==> config.mk <==
export PLATFORM = sky130hd
export DESIGN_NAME = uvp_ctrl
export DESIGN_NICKNAME = d
export VERILOG_FILES = /design/src/common/uvp_pkg.sv /design/src/hdl/uvp_ctrl.sv /design/src/hdl/uvp_timer.sv
export SDC_FILE = /design/constraint.sdc
export NUM_CORES = 1
export LEC_CHECK = 0
export BUFFER_PORTS_ARGS = -buffer_cell sky130_fd_sc_hd__buf_4
export CAP_MARGIN = 20
export CORE_UTILIZATION = 50
export DETAILED_ROUTE_END_ITERATION = 8
export HOLD_SLACK_MARGIN = 0.06
export PLACE_DENSITY = 0.72
export SYNTH_ARGS = -nofsm -noshare
export SYNTH_HDL_FRONTEND = slang
export SYNTH_SLANG_ARGS = --single-unit
==> constraint.sdc <==
create_clock -name clk_i -period 7.86 [get_ports clk_i]
set_input_delay 0.393 -clock clk_i [delete_from_list [all_inputs] [get_ports clk_i]]
set_output_delay 0.393 -clock clk_i [all_outputs]
set_load 0.05 [all_outputs]
==> src/common/uvp_pkg.sv <==
// Package for the programmer controller of a 16K x 8 UV-erasable memory.
// Assumes a 25 MHz system clock; pins reach the memory through level shifters.
`default_nettype none
package uvp_pkg;
  localparam int unsigned ADDR_W        = 14;
  localparam int unsigned DATA_W        = 8;
  localparam int unsigned CLK_HZ        = 25_000_000;
  localparam int unsigned PULSE_US      = 100;
  localparam int unsigned PULSE_CYC     = (PULSE_US * (CLK_HZ / 1_000_000));
  localparam int unsigned SETTLE_NS     = 200;
  localparam int unsigned SETTLE_CYC    = (SETTLE_NS * (CLK_HZ / 1_000_000) + 999) / 1000;
  localparam int unsigned MAX_PULSES    = 25;
  localparam int unsigned ID_TRIG_BIT   = 9;
  localparam int unsigned ID_SEL_BIT    = 0;
  localparam int unsigned PARITY_BIT    = 7;
  localparam logic [7:0]  ERASED_BYTE   = 8'hFF;
  localparam logic [1:0]  CMD_READ      = 2'h0;
  localparam logic [1:0]  CMD_PROGRAM   = 2'h1;
  localparam logic [1:0]  CMD_IDENT     = 2'h2;
  localparam logic [1:0]  CMD_VERIFY    = 2'h3;
  localparam logic [1:0]  ST_OK         = 2'h0;
  localparam logic [1:0]  ST_FAIL       = 2'h1;
  localparam logic [1:0]  ST_BADPAR     = 2'h2;
  localparam logic [1:0]  ST_NOT_ERASED = 2'h3;

  typedef enum logic [3:0] {
    UVP_IDLE    = 4'h0,
    UVP_SETUP   = 4'h1,
    UVP_PULSE   = 4'h2,
    UVP_RECOVER = 4'h3,
    UVP_VREAD   = 4'h4,
    UVP_READ    = 4'h5,
    UVP_ID0     = 4'h6,
    UVP_ID1     = 4'h7,
    UVP_SWEEP   = 4'h8,
    UVP_DONE    = 4'h9
  } uvp_state_t;
endpackage : uvp_pkg
`default_nettype wire

==> src/hdl/uvp_ctrl.sv <==
// Programmer-side controller driving a 16K x 8 UV-erasable memory by its pins.
// Assumes pin inputs are synchronous to clk_i and external drivers switch supplies.
`default_nettype none
module uvp_ctrl #(
  parameter int unsigned NUM_DEV    = 1,
  parameter int unsigned PULSE_CYC  = uvp_pkg::PULSE_CYC,
  parameter int unsigned MAX_PULSES = uvp_pkg::MAX_PULSES,
  parameter int unsigned DEV_W      = (NUM_DEV > 1) ? $clog2(NUM_DEV) : 1
) (
  // Clock and reset
  input  wire logic                        clk_i,
  input  wire logic                        reset_n_i,
  input  wire logic                        clk_en_i,
  // Command port
  input  wire logic                        cmd_valid_i,
  input  wire logic [1:0]                  cmd_op_i,
  input  wire logic [DEV_W-1:0]            cmd_dev_i,
  input  wire logic [uvp_pkg::ADDR_W-1:0]  cmd_addr_i,
  input  wire logic [uvp_pkg::DATA_W-1:0]  cmd_data_i,
  output logic                             cmd_ready_o,
  // Answer port
  output logic                             rsp_valid_o,
  output logic [1:0]                       rsp_status_o,
  output logic [uvp_pkg::DATA_W-1:0]       rsp_data_o,
  output logic [uvp_pkg::DATA_W-1:0]       rsp_id_o,
  output logic [7:0]                       rsp_pulses_o,
  // Memory pins
  output logic [uvp_pkg::ADDR_W-1:0]       mem_addr_o,
  output logic                             mem_id_trigger_hv_o,
  output logic [NUM_DEV-1:0]               mem_chip_sel_n_o,
  output logic                             mem_out_drive_n_o,
  output logic                             mem_program_pulse_n_o,
  output logic                             mem_prog_supply_hv_o,
  input  wire logic [uvp_pkg::DATA_W-1:0]  mem_data_i,
  output logic [uvp_pkg::DATA_W-1:0]       mem_data_o,
  output logic                             mem_data_oe_n_o
);
  localparam int unsigned TW = 12;
  localparam logic [TW-1:0] PULSE_LD  = TW'(PULSE_CYC - 1);
  localparam logic [TW-1:0] SETTLE_LD = TW'(uvp_pkg::SETTLE_CYC - 1);

  initial
  begin
    if (NUM_DEV < 1 || NUM_DEV > 16) $error("uvp_ctrl: NUM_DEV out of range");
    if (PULSE_CYC < 2 || PULSE_CYC > 4095) $error("uvp_ctrl: PULSE_CYC out of range");
    if (MAX_PULSES < 1 || MAX_PULSES > 255) $error("uvp_ctrl: MAX_PULSES out of range");
  end

  typedef struct packed {
    uvp_pkg::uvp_state_t         st;
    logic [1:0]                  op;
    logic [DEV_W-1:0]            dev;
    logic [uvp_pkg::ADDR_W-1:0]  addr;
    logic [uvp_pkg::DATA_W-1:0]  data;
    logic [7:0]                  pulses;
    logic [uvp_pkg::DATA_W-1:0]  maker;
    logic                        rdy;
    logic                        rvalid;
    logic [1:0]                  rstat;
    logic [uvp_pkg::DATA_W-1:0]  rdata;
    logic [uvp_pkg::DATA_W-1:0]  rid;
    logic [7:0]                  rpulses;
    logic [uvp_pkg::ADDR_W-1:0]  pa;
    logic                        hv;
    logic [NUM_DEV-1:0]          cs_n;
    logic                        oe_n;
    logic                        pgm_n;
    logic                        vpp;
    logic [uvp_pkg::DATA_W-1:0]  dout;
    logic                        doe_n;
  } uvp_ctrl_state_t;

  uvp_ctrl_state_t s_q;
  uvp_ctrl_state_t s_d;
  logic            t_load;
  logic [TW-1:0]   t_count;
  logic            t_done;

  // One-hot chip-select decode, active low, so only one device ever responds
  function automatic logic [NUM_DEV-1:0] sel_n(input logic [DEV_W-1:0] d);
    logic [NUM_DEV-1:0] v;
    v = '1;
    for (int i = 0; i < NUM_DEV; i++)
      if (d == DEV_W'(i))
        v[i] = 1'b0;
    return v;
  endfunction : sel_n

  // Odd parity holds when the XOR over the byte is one
  function automatic logic odd_par(input logic [uvp_pkg::DATA_W-1:0] b);
    return ^b;
  endfunction : odd_par

  uvp_timer #(
    .WIDTH     (TW)
  ) u_timer (
    .clk_i     (clk_i),
    .reset_n_i (reset_n_i),
    .clk_en_i  (clk_en_i),
    .load_i    (t_load),
    .count_i   (t_count),
    .expired_o (t_done)
  );

  // Sequencer: every pin level is a register, so changes are glitch free
  always_comb
  begin
    s_d     = s_q;
    t_load  = 1'b0;
    t_count = SETTLE_LD;
    s_d.rvalid = 1'b0;
    case (s_q.st)
      uvp_pkg::UVP_IDLE:
      begin
        s_d.rdy = 1'b1;
        if (cmd_valid_i && s_q.rdy)
        begin
          s_d.rdy    = 1'b0;
          s_d.op     = cmd_op_i;
          s_d.dev    = cmd_dev_i;
          s_d.addr   = cmd_addr_i;
          s_d.pa     = cmd_addr_i;
          s_d.data   = cmd_data_i;
          s_d.pulses = '0;
          s_d.cs_n   = sel_n(cmd_dev_i);
          t_load     = 1'b1;
          case (cmd_op_i)
            uvp_pkg::CMD_PROGRAM:
            begin
              s_d.vpp   = 1'b1;
              s_d.cs_n  = '1;
              s_d.dout  = cmd_data_i;
              s_d.doe_n = 1'b0;
              s_d.st    = uvp_pkg::UVP_SETUP;
            end
            uvp_pkg::CMD_IDENT:
            begin
              s_d.pa    = '0;
              s_d.hv    = 1'b1;
              s_d.oe_n  = 1'b0;
              s_d.st    = uvp_pkg::UVP_ID0;
            end
            uvp_pkg::CMD_VERIFY:
            begin
              s_d.pa    = '0;
              s_d.oe_n  = 1'b0;
              s_d.st    = uvp_pkg::UVP_SWEEP;
            end
            default:
            begin
              s_d.oe_n  = 1'b0;
              s_d.st    = uvp_pkg::UVP_READ;
            end
          endcase
        end
      end
      uvp_pkg::UVP_SETUP:
      begin
        if (t_done)
        begin
          s_d.cs_n  = sel_n(s_q.dev);
          s_d.pgm_n = 1'b0;
          s_d.pulses = s_q.pulses + 8'h01;
          t_load    = 1'b1;
          t_count   = PULSE_LD;
          s_d.st    = uvp_pkg::UVP_PULSE;
        end
      end
      uvp_pkg::UVP_PULSE:
      begin
        if (t_done)
        begin
          s_d.pgm_n = 1'b1;
          s_d.doe_n = 1'b1;                                     // Release bus before device drives
          t_load    = 1'b1;
          s_d.st    = uvp_pkg::UVP_RECOVER;
        end
      end
      uvp_pkg::UVP_RECOVER:
      begin
        if (t_done)
        begin
          s_d.oe_n = 1'b0;
          t_load   = 1'b1;
          s_d.st   = uvp_pkg::UVP_VREAD;
        end
      end
      uvp_pkg::UVP_VREAD:
      begin
        if (t_done)
        begin
          s_d.oe_n  = 1'b1;
          s_d.rdata = mem_data_i;
          s_d.rpulses = s_q.pulses;
          t_load    = 1'b1;
          if (mem_data_i == s_q.data)
          begin
            s_d.rstat = uvp_pkg::ST_OK;
            s_d.st    = uvp_pkg::UVP_DONE;
          end
          else if (s_q.pulses >= 8'(MAX_PULSES))
          begin
            s_d.rstat = uvp_pkg::ST_FAIL;
            s_d.st    = uvp_pkg::UVP_DONE;
          end
          else
          begin
            s_d.cs_n  = '1;
            s_d.dout  = s_q.data;
            s_d.doe_n = 1'b0;
            s_d.st    = uvp_pkg::UVP_SETUP;
          end
        end
      end
      uvp_pkg::UVP_READ:
      begin
        if (t_done)
        begin
          s_d.rdata = mem_data_i;
          s_d.rstat = uvp_pkg::ST_OK;
          s_d.rpulses = '0;
          t_load    = 1'b1;
          s_d.st    = uvp_pkg::UVP_DONE;
        end
      end
      uvp_pkg::UVP_ID0:
      begin
        if (t_done)
        begin
          s_d.maker = mem_data_i;
          s_d.pa[uvp_pkg::ID_SEL_BIT] = 1'b1;
          t_load    = 1'b1;
          s_d.st    = uvp_pkg::UVP_ID1;
        end
      end
      uvp_pkg::UVP_ID1:
      begin
        if (t_done)
        begin
          s_d.rdata = s_q.maker;
          s_d.rid   = mem_data_i;
          s_d.rpulses = '0;
          s_d.rstat = (odd_par(s_q.maker) && odd_par(mem_data_i)) ? uvp_pkg::ST_OK
                                                                   : uvp_pkg::ST_BADPAR;
          t_load    = 1'b1;
          s_d.st    = uvp_pkg::UVP_DONE;
        end
      end
      uvp_pkg::UVP_SWEEP:
      begin
        if (t_done)
        begin
          t_load = 1'b1;
          // Verify mode compares each byte to erased when op data is erased value
          if ((s_q.data == uvp_pkg::ERASED_BYTE) && (mem_data_i != uvp_pkg::ERASED_BYTE))
          begin
            s_d.rstat = uvp_pkg::ST_NOT_ERASED;
            s_d.rdata = mem_data_i;
            s_d.rid   = s_q.pa[7:0];
            s_d.st    = uvp_pkg::UVP_DONE;
          end
          else if (s_q.pa == '1)
          begin
            s_d.rstat = uvp_pkg::ST_OK;
            s_d.rdata = mem_data_i;
            s_d.st    = uvp_pkg::UVP_DONE;
          end
          else
            s_d.pa = s_q.pa + 1'b1;
          s_d.rpulses = '0;
        end
      end
      uvp_pkg::UVP_DONE:
      begin
        if (t_done)
        begin
          s_d.cs_n  = '1;
          s_d.oe_n  = 1'b1;
          s_d.vpp   = 1'b0;
          s_d.hv    = 1'b0;
          s_d.doe_n = 1'b1;
          s_d.rvalid = 1'b1;
          s_d.st    = uvp_pkg::UVP_IDLE;
        end
      end
      default:
        s_d.st = uvp_pkg::UVP_IDLE;
    endcase
  end

  // State register; clock enable freezes every field
  always_ff @(posedge clk_i or negedge reset_n_i)
  begin
    if (!reset_n_i)
    begin
      s_q       <= '0;
      s_q.st    <= uvp_pkg::UVP_IDLE;
      s_q.cs_n  <= '1;
      s_q.oe_n  <= 1'b1;
      s_q.pgm_n <= 1'b1;
      s_q.doe_n <= 1'b1;
    end
    else if (clk_en_i)
      s_q <= s_d;
  end

  // Outputs straight from the state register
  assign cmd_ready_o           = s_q.rdy;
  assign rsp_valid_o           = s_q.rvalid;
  assign rsp_status_o          = s_q.rstat;
  assign rsp_data_o            = s_q.rdata;
  assign rsp_id_o              = s_q.rid;
  assign rsp_pulses_o          = s_q.rpulses;
  assign mem_addr_o            = s_q.pa;
  assign mem_id_trigger_hv_o   = s_q.hv;
  assign mem_chip_sel_n_o      = s_q.cs_n;
  assign mem_out_drive_n_o     = s_q.oe_n;
  assign mem_program_pulse_n_o = s_q.pgm_n;
  assign mem_prog_supply_hv_o  = s_q.vpp;
  assign mem_data_o            = s_q.dout;
  assign mem_data_oe_n_o       = s_q.doe_n;
endmodule : uvp_ctrl
`default_nettype wire

==> src/hdl/uvp_timer.sv <==
// Down-counter for pin hold times of the programming controller.
// Assumes a load strobe and a clock enable from the owning sequencer.
`default_nettype none
module uvp_timer #(
  parameter int unsigned WIDTH = 12
) (
  // Clock and reset
  input  wire logic             clk_i,
  input  wire logic             reset_n_i,
  input  wire logic             clk_en_i,
  // Control
  input  wire logic             load_i,
  input  wire logic [WIDTH-1:0] count_i,
  // Status
  output logic                  expired_o
);
  typedef struct packed {
    logic [WIDTH-1:0] cnt;
  } uvp_timer_state_t;

  uvp_timer_state_t s_q;
  uvp_timer_state_t s_d;

  initial
  begin
    if (WIDTH < 2) $error("uvp_timer: WIDTH too small");
  end

  // Load wins over counting so back-to-back phases never merge
  always_comb
  begin
    s_d = s_q;
    if (load_i)
      s_d.cnt = count_i;
    else if (s_q.cnt != '0)
      s_d.cnt = s_q.cnt - 1'b1;
  end

  always_ff @(posedge clk_i or negedge reset_n_i)
  begin
    if (!reset_n_i)
      s_q <= '0;
    else if (clk_en_i)
      s_q <= s_d;
  end

  // Expiry ignores load, so the owner's load decision cannot feed back into it
  assign expired_o = (s_q.cnt == '0);
endmodule : uvp_timer
`default_nettype wire

==> impl_metrics.env, run 1 <==
export IMPL_synthesis_area_um2=6020
export IMPL_cts_sinks=97
export IMPL_yosysSeqAreaShare=0.404
export IMPL_cts_resized=0
export IMPL_layout_setup_ws_ns=4.38
export IMPL_r2r_slack_ns=4.38
export IMPL_violations="DRC"
export IMPL_drc_errors=9
export IMPL_max_freq_mhz=287
export IMPL_dp_slack_ns=4.44
export IMPL_async_flop_share=1.00
export IMPL_period_share=0.443
export IMPL_drv_cap=0
export IMPL_ys_warn_count=0
export IMPL_cts_tree="done"
export IMPL_viasPerCell=6.04
export IMPL_worst_hold_path_endpoint="s_q[75]"
export IMPL_final_nets=721
export IMPL_synth_seq_cells=97
export IMPL_relSlewSlack=0.263
export IMPL_path_cells="or4b_1, nor4_1, o211ai_1, nand2_1, o21ai_0"
export IMPL_r2r_start="s_q[98]"
export IMPL_row_count=39
export IMPL_p_per_area_nw_per_um2=335
export IMPL_die_w_um=112
export IMPL_ant_nets=0
export IMPL_skew_ns=0.00902
export IMPL_slowest_stage="or4b_1"
export IMPL_synth_edf_count=0
export IMPL_portBuffers=92
export IMPL_r2r_cells=5
export IMPL_hold_depth=2
export IMPL_grt_max_degree=59
export IMPL_grt_overflow=0
export IMPL_leakagePower_nw=2.92
export IMPL_crit_start="s_q[98]"
export IMPL_routedWlPerCell_um=17.8
export IMPL_grt_pass1_wl_mm=24.0
export IMPL_avgSynthCellArea_um2=9.35
export IMPL_vias=4962
export IMPL_setup_tns_final_ns=0
export IMPL_hold_class="in -> reg"
export IMPL_core_area_um2=11600
export IMPL_cts_buffers=9
export IMPL_multi_input_comb_area_um2=3030
export IMPL_dieArea_um2=12500
export IMPL_period_needed_ns=3.48
export IMPL_slew_violations=0
export IMPL_peakVddDrop_uv=183
export IMPL_slowest_delay_ns=1.02
export IMPL_fillCellCount=1005
export IMPL_hp_start="cmd_data_i[3]"
export IMPL_pin_count=93
export IMPL_critPathRequiredTime_ns=8.05
export IMPL_stdcell_count=822
export IMPL_setup_viol=0
export IMPL_initial_core_util=0.521
export IMPL_tightest_slew_ns=1.10
export IMPL_worst_setup_path_type="reg -> reg"
export IMPL_synth_flop_cell="dfrtp_1"
export IMPL_drtIter0Drc=473
export IMPL_clock_root_buffer="clkbuf_16"
export IMPL_layout_common_cells="buf_4, dfrtp_1, nand2_1"
export IMPL_syn_to_final_growth_pct=11.6
export IMPL_die_height_um=112
export IMPL_mappedNetlistNets=691
export IMPL_endpoint_kind="register"
export IMPL_hpwl_mm=10.5
export IMPL_antenna_found_initial=0
export IMPL_netlist_instances=644
export IMPL_rsz0062_at_grt="false"
export IMPL_wl_mm=14.6
export IMPL_drtPass1Iterations=9
export IMPL_cts_htree_levels=3
export IMPL_dp_cells=805
export IMPL_diodes=0
export IMPL_first_global_vias=4709
export IMPL_cp_start_kind="register"
export IMPL_worstSkewPairLatency_ns=0.36
export IMPL_grt_total_usage=0.243
export IMPL_cts_buffer_depth=2
export IMPL_r2r_end="rsp_id_o[2]"
export IMPL_finalHoldViolations=0
export IMPL_gp_congestion=0.880
export IMPL_synth_distinct_cells=72
export IMPL_regArea_um2=2430
export IMPL_cp_arrival_ns=3.67
export IMPL_worstPathMaxFanout=28
export IMPL_status="finished with violations"
export IMPL_clkTransAtPathRegs_ns=0.07
export IMPL_drive_above_1_share=0.252
export IMPL_final_common_cell="buf_4"
[registers in the layout, indices dropped and copies added, names as in the netlist, 2 cells and up]
name	cells
rsp_status_o	2
rsp_pulses_o	8
rsp_data_o	8
rsp_id_o	8
mem_data_o	8
u_timer.s_q	12
s_q	29
mem_addr_o	14
[metal layers]
| metal | GRT usage | vias up | wire, um |
|---|---|---|---|
| met5 | 0 | - | 0 |
| met4 | 0.0892 | 0 | 224 |
| met3 | 0.0528 | 15 | 1020 |
| met2 | 0.367 | 188 | 6640 |
| met1 | 0.344 | 2397 | 6720 |
| li1 | - | 2362 | - |
[cell usage after synthesis, types with 6 or more instances]
cell type,instances,area [um2]
a21o_1,7,52.6
nor2_1,30,113
clkbuf_1,23,86.3
nand3_1,15,75.1
o41ai_1,6,52.6
nand2_1,73,274
buf_4,50,375
a31oi_1,12,75.1
nor3_1,19,95.1
nor4_1,11,68.8
dfrtp_1,93,2330
xor2_1,13,114
ha_1,10,125
nand4_1,9,56.3
a21oi_1,36,180
nand2b_1,6,37.5
inv_1,16,60.1
mux2_2,39,439
o31ai_1,9,67.6
xnor2_1,9,78.8
mux2i_1,11,110
o21ai_0,51,255
[cell families (layout without fill, tap and decap cells)]
family                     Yosys count  in the layout  synth area share
AOI/OAI and AO/OA                  168            168             0.185
adders and majority gates           10             10            0.0208
buffers and inverters               95            130            0.0943
DFF                                 97             97             0.404
and+or+nand+nor                    201            201             0.170
xor gates and xnor gates            22             22            0.0320
muxes                               51             51            0.0937
[worst max-delay path, delay by kind of cell, from the launching register on]
family | cells | cell delay (ns)
AOI/OAI and AO/OA | 2 | 0.66
DFF | 1 | 0.63
and+or+nand+nor | 3 | 2.01
[worst max-delay path by stage]
stage	endpoint	slack [ns]	cells past startpoint
floorplan	mem_data_o[0]	5.24	8
global placement	rsp_id_o[1]	4.62	5
detailed placement	rsp_id_o[2]	4.44	5
CTS	rsp_id_o[2]	4.42	5
global route	rsp_id_o[2]	4.05	5
finish	rsp_id_o[2]	4.38	5
[metrics by stage]
stage	utilization	instance area, um2	hold WS, ns	total power (W)
after floorplan	-	6020	0.0974	0.00163
after global placement	0.555	6420	0.398	0.00180
after detailed placement	0.555	6420	0.404	0.00182
after CTS	0.581	6720	0.274	0.00225
after global routing	0.581	6720	0.281	0.00237
final	0.581	6720	0.284	0.00225
[timing repair]
action | CTS | global route
hold endpoints to repair | 38 | 0
endpoints found under the setup margin | 0 | 0
hold buffers | 1 | 0
buffers inserted | 0 | 0
[power breakdown]
part,internal [W],total (W),switching [W]
Clock,0.000233,0.000425,0.000191
Combinational,0.000355,0.000998,0.000643
Sequential,0.000638,0.000826,0.000188
[area by class of cell]
cell class,count,share of cell area
multi-input cells,452,0.451
flip-flops and latches,97,0.362
repair buffers,97,0.109
clock buffers,13,0.0387
well taps,143,0.0266
inverters,17,0.00950
clock inverters,3,0.00354
No activity file was read; power rests on OpenSTA's default activity.
==> run 2, diff against run 1 <==
--- a/config.mk
+++ b/config.mk
@@ -10,7 +10,7 @@
 export CORE_UTILIZATION = 50
 export DETAILED_ROUTE_END_ITERATION = 8
 export HOLD_SLACK_MARGIN = 0.06
-export PLACE_DENSITY = 0.72
+export PLACE_DENSITY = 0.74
 export SYNTH_ARGS = -nofsm -noshare
 export SYNTH_HDL_FRONTEND = slang
 export SYNTH_SLANG_ARGS = --single-unit
==> constraint.sdc (replaced) <==
create_clock -name clk_i -period 3.15 [get_ports clk_i]
set_input_delay 0.1575 -clock clk_i [delete_from_list [all_inputs] [get_ports clk_i]]
set_output_delay 0.1575 -clock clk_i [all_outputs]
set_load 0.05 [all_outputs]
==> impl_metrics.env, run 2 (synthesis gave the netlist of run 1 again) <==
export IMPL_cts_sinks=97
export IMPL_status="finished with violations"
export IMPL_endpoint_kind="register"
export IMPL_largest_reg_flops=29
export IMPL_slew_violations=0
export IMPL_postCtsHoldBufs=9
export IMPL_cts_htree_levels=3
export IMPL_final_nets=752
export IMPL_p_int_w=0.00319
export IMPL_p_per_area_nw_per_um2=833
export IMPL_pwr_share_comb=0.464
export IMPL_finalHoldViolations=0
export IMPL_setup_viol=0
export IMPL_core_area_um2=11600
export IMPL_drive_above_1_share=0.272
export IMPL_worst_path_stages=5
export IMPL_path_cells="or4_4, or4_4, o21ai_2, o21ai_0, a22o_1"
export IMPL_layout_setup_ws_ns=0.273
export IMPL_max_freq_mhz=348
export IMPL_dp_slack_ns=0.326
export IMPL_row_count=39
export IMPL_portBuffers=92
export IMPL_seqPwrFrac=0.346
export IMPL_cts_tree="done"
export IMPL_grt_max_degree=74
export IMPL_pin_count=93
export IMPL_grt_total_usage=0.256
export IMPL_swShare=0.451
export IMPL_slowest_stage="or4_4"
export IMPL_clkTransAtPathRegs_ns=0.07
export IMPL_p_sw_w=0.00262
export IMPL_skew_ns=0.0143
export IMPL_period_needed_ns=2.88
export IMPL_dieArea_um2=12500
export IMPL_die_height_um=112
export IMPL_cts_resized=0
export IMPL_hpwl_mm=11.1
export IMPL_final_common_cell="buf_4"
export IMPL_antenna_found_initial=0
export IMPL_grt_pass1_wl_mm=25.5
export IMPL_tightest_slew_ns=0.932
export IMPL_initial_core_util=0.521
export IMPL_viasPerCell=6.10
export IMPL_first_global_vias=5111
export IMPL_layout_common_cells="buf_4, dfrtp_1, nand2_1"
export IMPL_vias=5206
export IMPL_r2r_start="u_timer.s_q[5]"
export IMPL_slowest_delay_ns=0.69
export IMPL_gp_congestion=0.901
export IMPL_rsz0062_at_grt="false"
export IMPL_ant_nets=0
export IMPL_crit_start="u_timer.s_q[5]"
export IMPL_leakagePower_nw=3.08
export IMPL_r2r_cells=5
export IMPL_worst_path_most_repeated_cell="or4_4"
export IMPL_worstPathMaxFanout=16
export IMPL_clock_root_buffer="clkbuf_16"
export IMPL_critPathRequiredTime_ns=3.38
export IMPL_syn_to_final_growth_pct=15.8
export IMPL_violations="DRC"
export IMPL_die_w_um=112
export IMPL_drtPass1Iterations=8
export IMPL_routedWlPerCell_um=18.1
export IMPL_clockPowerShare=0.190
export IMPL_drc_errors=9
export IMPL_grt_overflow=0
export IMPL_drtIter0Drc=583
export IMPL_post_cts_setup_buffers=0
export IMPL_cts_buffer_depth=2
export IMPL_path_buf_inv=0
export IMPL_largest_register="s_q"
export IMPL_hold_class="in -> reg"
export IMPL_setup_tns_final_ns=0
export IMPL_crit_end="u_timer.s_q[11]"
export IMPL_period_share=0.913
export IMPL_worstSkewPairLatency_ns=0.35
export IMPL_wl_mm=15.4
export IMPL_r2r_end="u_timer.s_q[11]"
export IMPL_worst_setup_path_type="reg -> reg"
export IMPL_cp_top_family="simple AND/OR/NAND/NOR gates"
export IMPL_diodes=0
export IMPL_timing_hold_ws_ns=0.0823
export IMPL_drv_cap=0
export IMPL_cp_start_kind="register"
export IMPL_peakVddDrop_uv=594
export IMPL_r2r_slack_ns=0.27
export IMPL_relSlewSlack=0.379
export IMPL_cp_arrival_ns=3.11
export IMPL_cts_buffers=9
-- run 2: changes by cell type in the layout (fill, tap and decap cells not counted) --
cell / delta
clkinvlp_4: -2
clkbuf_8: -2
buf_4: +23
dlygate4sd3_1: +8
bufinv_16: +1
clkinv_4: +1
clkinv_2: +1
clkbuf_1: +1
-- run 2: power by group through the flow --
| stage | Clock [W] | Sequential (W) | Combinational (W) |
|---|---|---|---|
| 2_1_floorplan | 0 | 0.00193 | 0.00214 |
| 3_3_place_gp | 0 | 0.00199 | 0.00260 |
| 3_5_place_dp | 0 | 0.00201 | 0.00266 |
| 4_1_cts | 0.00112 | 0.00199 | 0.00267 |
| 5_1_grt | 0.00117 | 0.00206 | 0.00289 |
| 6_report | 0.00111 | 0.00201 | 0.00269 |
-- run 2: stage by stage --
step | instances | power, W | util | cell area (um2)
2_1_floorplan | 644 | 0.00407 | - | 6020
3_3_place_gp | 828 | 0.00459 | 0.570 | 6600
3_5_place_dp | 828 | 0.00467 | 0.570 | 6600
4_1_cts | 853 | 0.00579 | 0.603 | 6970
5_1_grt | 853 | 0.00611 | 0.603 | 6970
6_report | 853 | 0.00581 | 0.603 | 6970
-- run 2: worst min path at each step --
stage,from,endpoint,cells past startpoint
2_1_floorplan,reset_n_i,cmd_ready_o,0
3_3_place_gp,reset_n_i,mem_addr_o[12],1
3_5_place_dp,reset_n_i,mem_addr_o[13],1
4_1_cts,cmd_data_i[0],s_q[72],2
5_1_grt,cmd_data_i[0],s_q[72],2
6_report,cmd_data_i[0],s_q[72],2
-- run 2: area by class of cell --
cell class / count / area [um2]
timing repair buffer: 128 / 983
clock buffer: 12 / 236
tap: 143 / 179
fill: 1007 / 4590
sequential: 97 / 2430
multi-input combinational: 452 / 3030
clock inverter: 4 / 52.6
inverter: 17 / 63.8
-- run 2: per-layer routing --
metal | track usage | up-vias | share of wire
li1 | - | 2418 | -
met1 | 0.353 | 2542 | 0.45
met2 | 0.410 | 221 | 0.46
met3 | 0.0403 | 25 | 0.069
met4 | 0.0874 | 0 | 0.018
met5 | 0 | - | 0
==> run 3, diff against run 2 <==
--- a/config.mk
+++ b/config.mk
@@ -5,6 +5,7 @@
 export SDC_FILE = /design/constraint.sdc
 export NUM_CORES = 1
 export LEC_CHECK = 0
+export ABC_AREA = 1
 export BUFFER_PORTS_ARGS = -buffer_cell sky130_fd_sc_hd__buf_4
 export CAP_MARGIN = 20
 export CORE_UTILIZATION = 50
==> impl_metrics.env, run 3 <==
export IMPL_vias=5824
export IMPL_largest_reg_flops=29
export IMPL_worstSkewPairLatency_ns=0.37
export IMPL_synthesis_area_um2=6440
export IMPL_r2r_cells=10
export IMPL_setup_viol=0
export IMPL_pin_count=93
export IMPL_layout_common_cells="nand2_1, dfrtp_1, buf_4"
export IMPL_cts_buffers=9
export IMPL_row_count=41
export IMPL_grt_max_degree=53
export IMPL_diodes=0
export IMPL_viasPerCell=5.16
export IMPL_initial_core_util=0.513
export IMPL_hpwl_mm=11.5
export IMPL_placed_cell_area_um2=6890
export IMPL_avgSynthCellArea_um2=7.11
export IMPL_endpoint_kind="register"
export IMPL_post_route_util=0.579
export IMPL_worst_setup_path_type="reg -> reg"
export IMPL_cp_start_kind="register"
export IMPL_worst_path_stages=10
export IMPL_drive_above_1_share=0.177
export IMPL_slowest_delay_ns=0.46
export IMPL_rsz0062_at_grt="false"
export IMPL_skew_ns=0.0140
export IMPL_routedWlPerCell_um=14.0
export IMPL_netlist_instances=906
export IMPL_clkTransAtPathRegs_ns=0.07
export IMPL_grt_overflow=0
export IMPL_grt_pass1_wl_mm=25.6
export IMPL_mappedNetlistNets=953
export IMPL_ant_nets=0
export IMPL_async_flop_share=1.00
export IMPL_r2r_start="s_q[97]"
export IMPL_critPathRequiredTime_ns=3.40
export IMPL_setup_tns_final_ns=0
export IMPL_synth_edf_count=0
export IMPL_dieArea_um2=13300
export IMPL_portBuffers=92
export IMPL_max_freq_mhz=467
export IMPL_worstPathMaxFanout=27
export IMPL_cts_sinks=97
export IMPL_status="complete, no violations"
export IMPL_cp_arrival_ns=2.40
export IMPL_relSlewSlack=0.508
export IMPL_stdcell_count=1129
export IMPL_path_cells="inv_2, nand2_4, nor2_8, nand4_1, nand2_2, nor2_2, nand2_2, inv_1, nand2_1, nand2_1"
export IMPL_antenna_found_initial=0
export IMPL_grt_total_usage=0.249
export IMPL_dp_cells=1103
export IMPL_slew_violations=0
export IMPL_hold_class="in -> reg"
export IMPL_synth_distinct_cells=39
export IMPL_fillCellCount=1149
export IMPL_period_needed_ns=2.14
export IMPL_cts_buffer_depth=2
export IMPL_yosys_area_top_type="dfrtp_1"
export IMPL_synth_seq_cells=97
export IMPL_gp_congestion=0.928
export IMPL_cp_top_family="simple AND/OR/NAND/NOR gates"
export IMPL_tightest_slew_ns=0.735
export IMPL_synthMostInstantiatedCell="nand2_1"
export IMPL_die_height_um=116
export IMPL_synth_flop_cell="dfrtp_1"
export IMPL_first_global_vias=5114
export IMPL_crit_start="s_q[97]"
export IMPL_yosysSeqAreaShare=0.377
export IMPL_yosys_top_cells_count="nand2_1, dfrtp_1, nor2_1"
export IMPL_design_area_um2=7270
export IMPL_core_area_um2=12600
export IMPL_slowest_stage="dfrtp_1"
export IMPL_yosysTopAreaCellShare=0.361
export IMPL_period_share=0.680
export IMPL_drtIter0Drc=460
export IMPL_die_w_um=116
export IMPL_r2r_slack_ns=1.01
export IMPL_cts_htree_levels=3
export IMPL_cts_resized=0
export IMPL_synthTopCellsByArea="dfrtp_1, nand2_1, buf_4"
export IMPL_syn_to_final_growth_pct=12.9
export IMPL_peakVddDrop_uv=625
export IMPL_path_buf_inv=2
export IMPL_clock_root_buffer="clkbuf_16"
export IMPL_crit_end="mem_addr_o[4]"
export IMPL_drtPass1Iterations=5
export IMPL_regArea_um2=2430
export IMPL_wl_mm=15.9
export IMPL_multi_input_comb_area_um2=3210
export IMPL_largest_register="s_q"
export IMPL_drc_errors=0
export IMPL_final_nets=999
export IMPL_cts_tree="done"
export IMPL_ys_warn_count=0
export IMPL_drv_cap=0
export IMPL_final_common_cell="nand2_1"
export IMPL_leakagePower_nw=3.71
export IMPL_p_per_area_nw_per_um2=804
export IMPL_r2r_end="mem_addr_o[4]"
export IMPL_finalHoldViolations=0
[run 3: layer usage]
metal  up-vias  part of all wire  routed length (um)  global-route usage
met2       182              0.44                7050               0.373
met1      2676              0.48                7680               0.356
met4         0             0.014                 228              0.0814
met3        13             0.057                 898              0.0565
li1       2953                 -                   -                   -
met5         -                 0                   0                   0
[run 3: area by class of cell]
type	count	area share
Clock buffer	10	0.0329
Clock inverter	6	0.00688
Inverter	84	0.0440
Multi-Input combinational cell	657	0.441
Sequential cell	97	0.334
Tap cell	172	0.0296
Timing Repair Buffer	103	0.111
[run 3: per-stage QoR]
step / hold slack [ns] / worst slack, ns / total power [W]
finish: 0.0680 / 1.01 / 0.00585
global route: 0.0982 / 0.805 / 0.00625
CTS: 0.0679 / 1.02 / 0.00583
detailed placement: 0.208 / 1.04 / 0.00471
global placement: 0.211 / 1.06 / 0.00469
floorplan: -0.138 / 1.52 / 0.00419
[run 3: worst register-to-register path, stage by stage, from the launching register on]
cell and delay, ns:
dfrtp_1 0.46, inv_2 0.11, nand2_4 0.11, nor2_8 0.34, nand4_1 0.25, nand2_2 0.13, nor2_2 0.04, nand2_2 0.32
inv_1 0.14, nand2_1 0.09, nand2_1 0.05
[run 3: worst min-delay path by stage]
| stage | depth (start not counted) | endpoint | from | slack, ns |
|---|---|---|---|---|
| 2_1_floorplan | 0 | cmd_ready_o | reset_n_i | -0.14 |
| 3_3_place_gp | 1 | rsp_data_o[3] | reset_n_i | 0.21 |
| 3_5_place_dp | 1 | rsp_data_o[3] | reset_n_i | 0.21 |
| 4_1_cts | 3 | mem_addr_o[2] | cmd_addr_i[2] | 0.07 |
| 5_1_grt | 3 | rsp_id_o[5] | mem_data_i[5] | 0.1 |
| 6_report | 3 | mem_addr_o[2] | cmd_addr_i[2] | 0.07 |
[run 3: power by group]
part	switching, W	internal [W]	total [W]
Clock	0.000522	0.000568	0.00109
Combinational	0.00196	0.000852	0.00282
Sequential	0.000367	0.00158	0.00194
Total	0.00285	0.00300	0.00585
[run 3: cells by family (layout without fill, tap and decap cells)]
| group | after synthesis | in the layout | synth area share |
|---|---|---|---|
| buf+inv | 152 | 203 | 0.125 |
| mux | 1 | 1 | 0.00175 |
| xor+xnor | 19 | 19 | 0.0258 |
| compound gates | 125 | 125 | 0.107 |
| flops | 97 | 97 | 0.377 |
| fa+ha+maj | 10 | 10 | 0.0194 |
| simple gates | 502 | 502 | 0.343 |
[run 3: timing repair]
| action | CTS | global route |
|---|---|---|
| hold buffers | 10 | 0 |
| setup buffers | 0 | 0 |
| hold endpoints to repair | 53 | 0 |
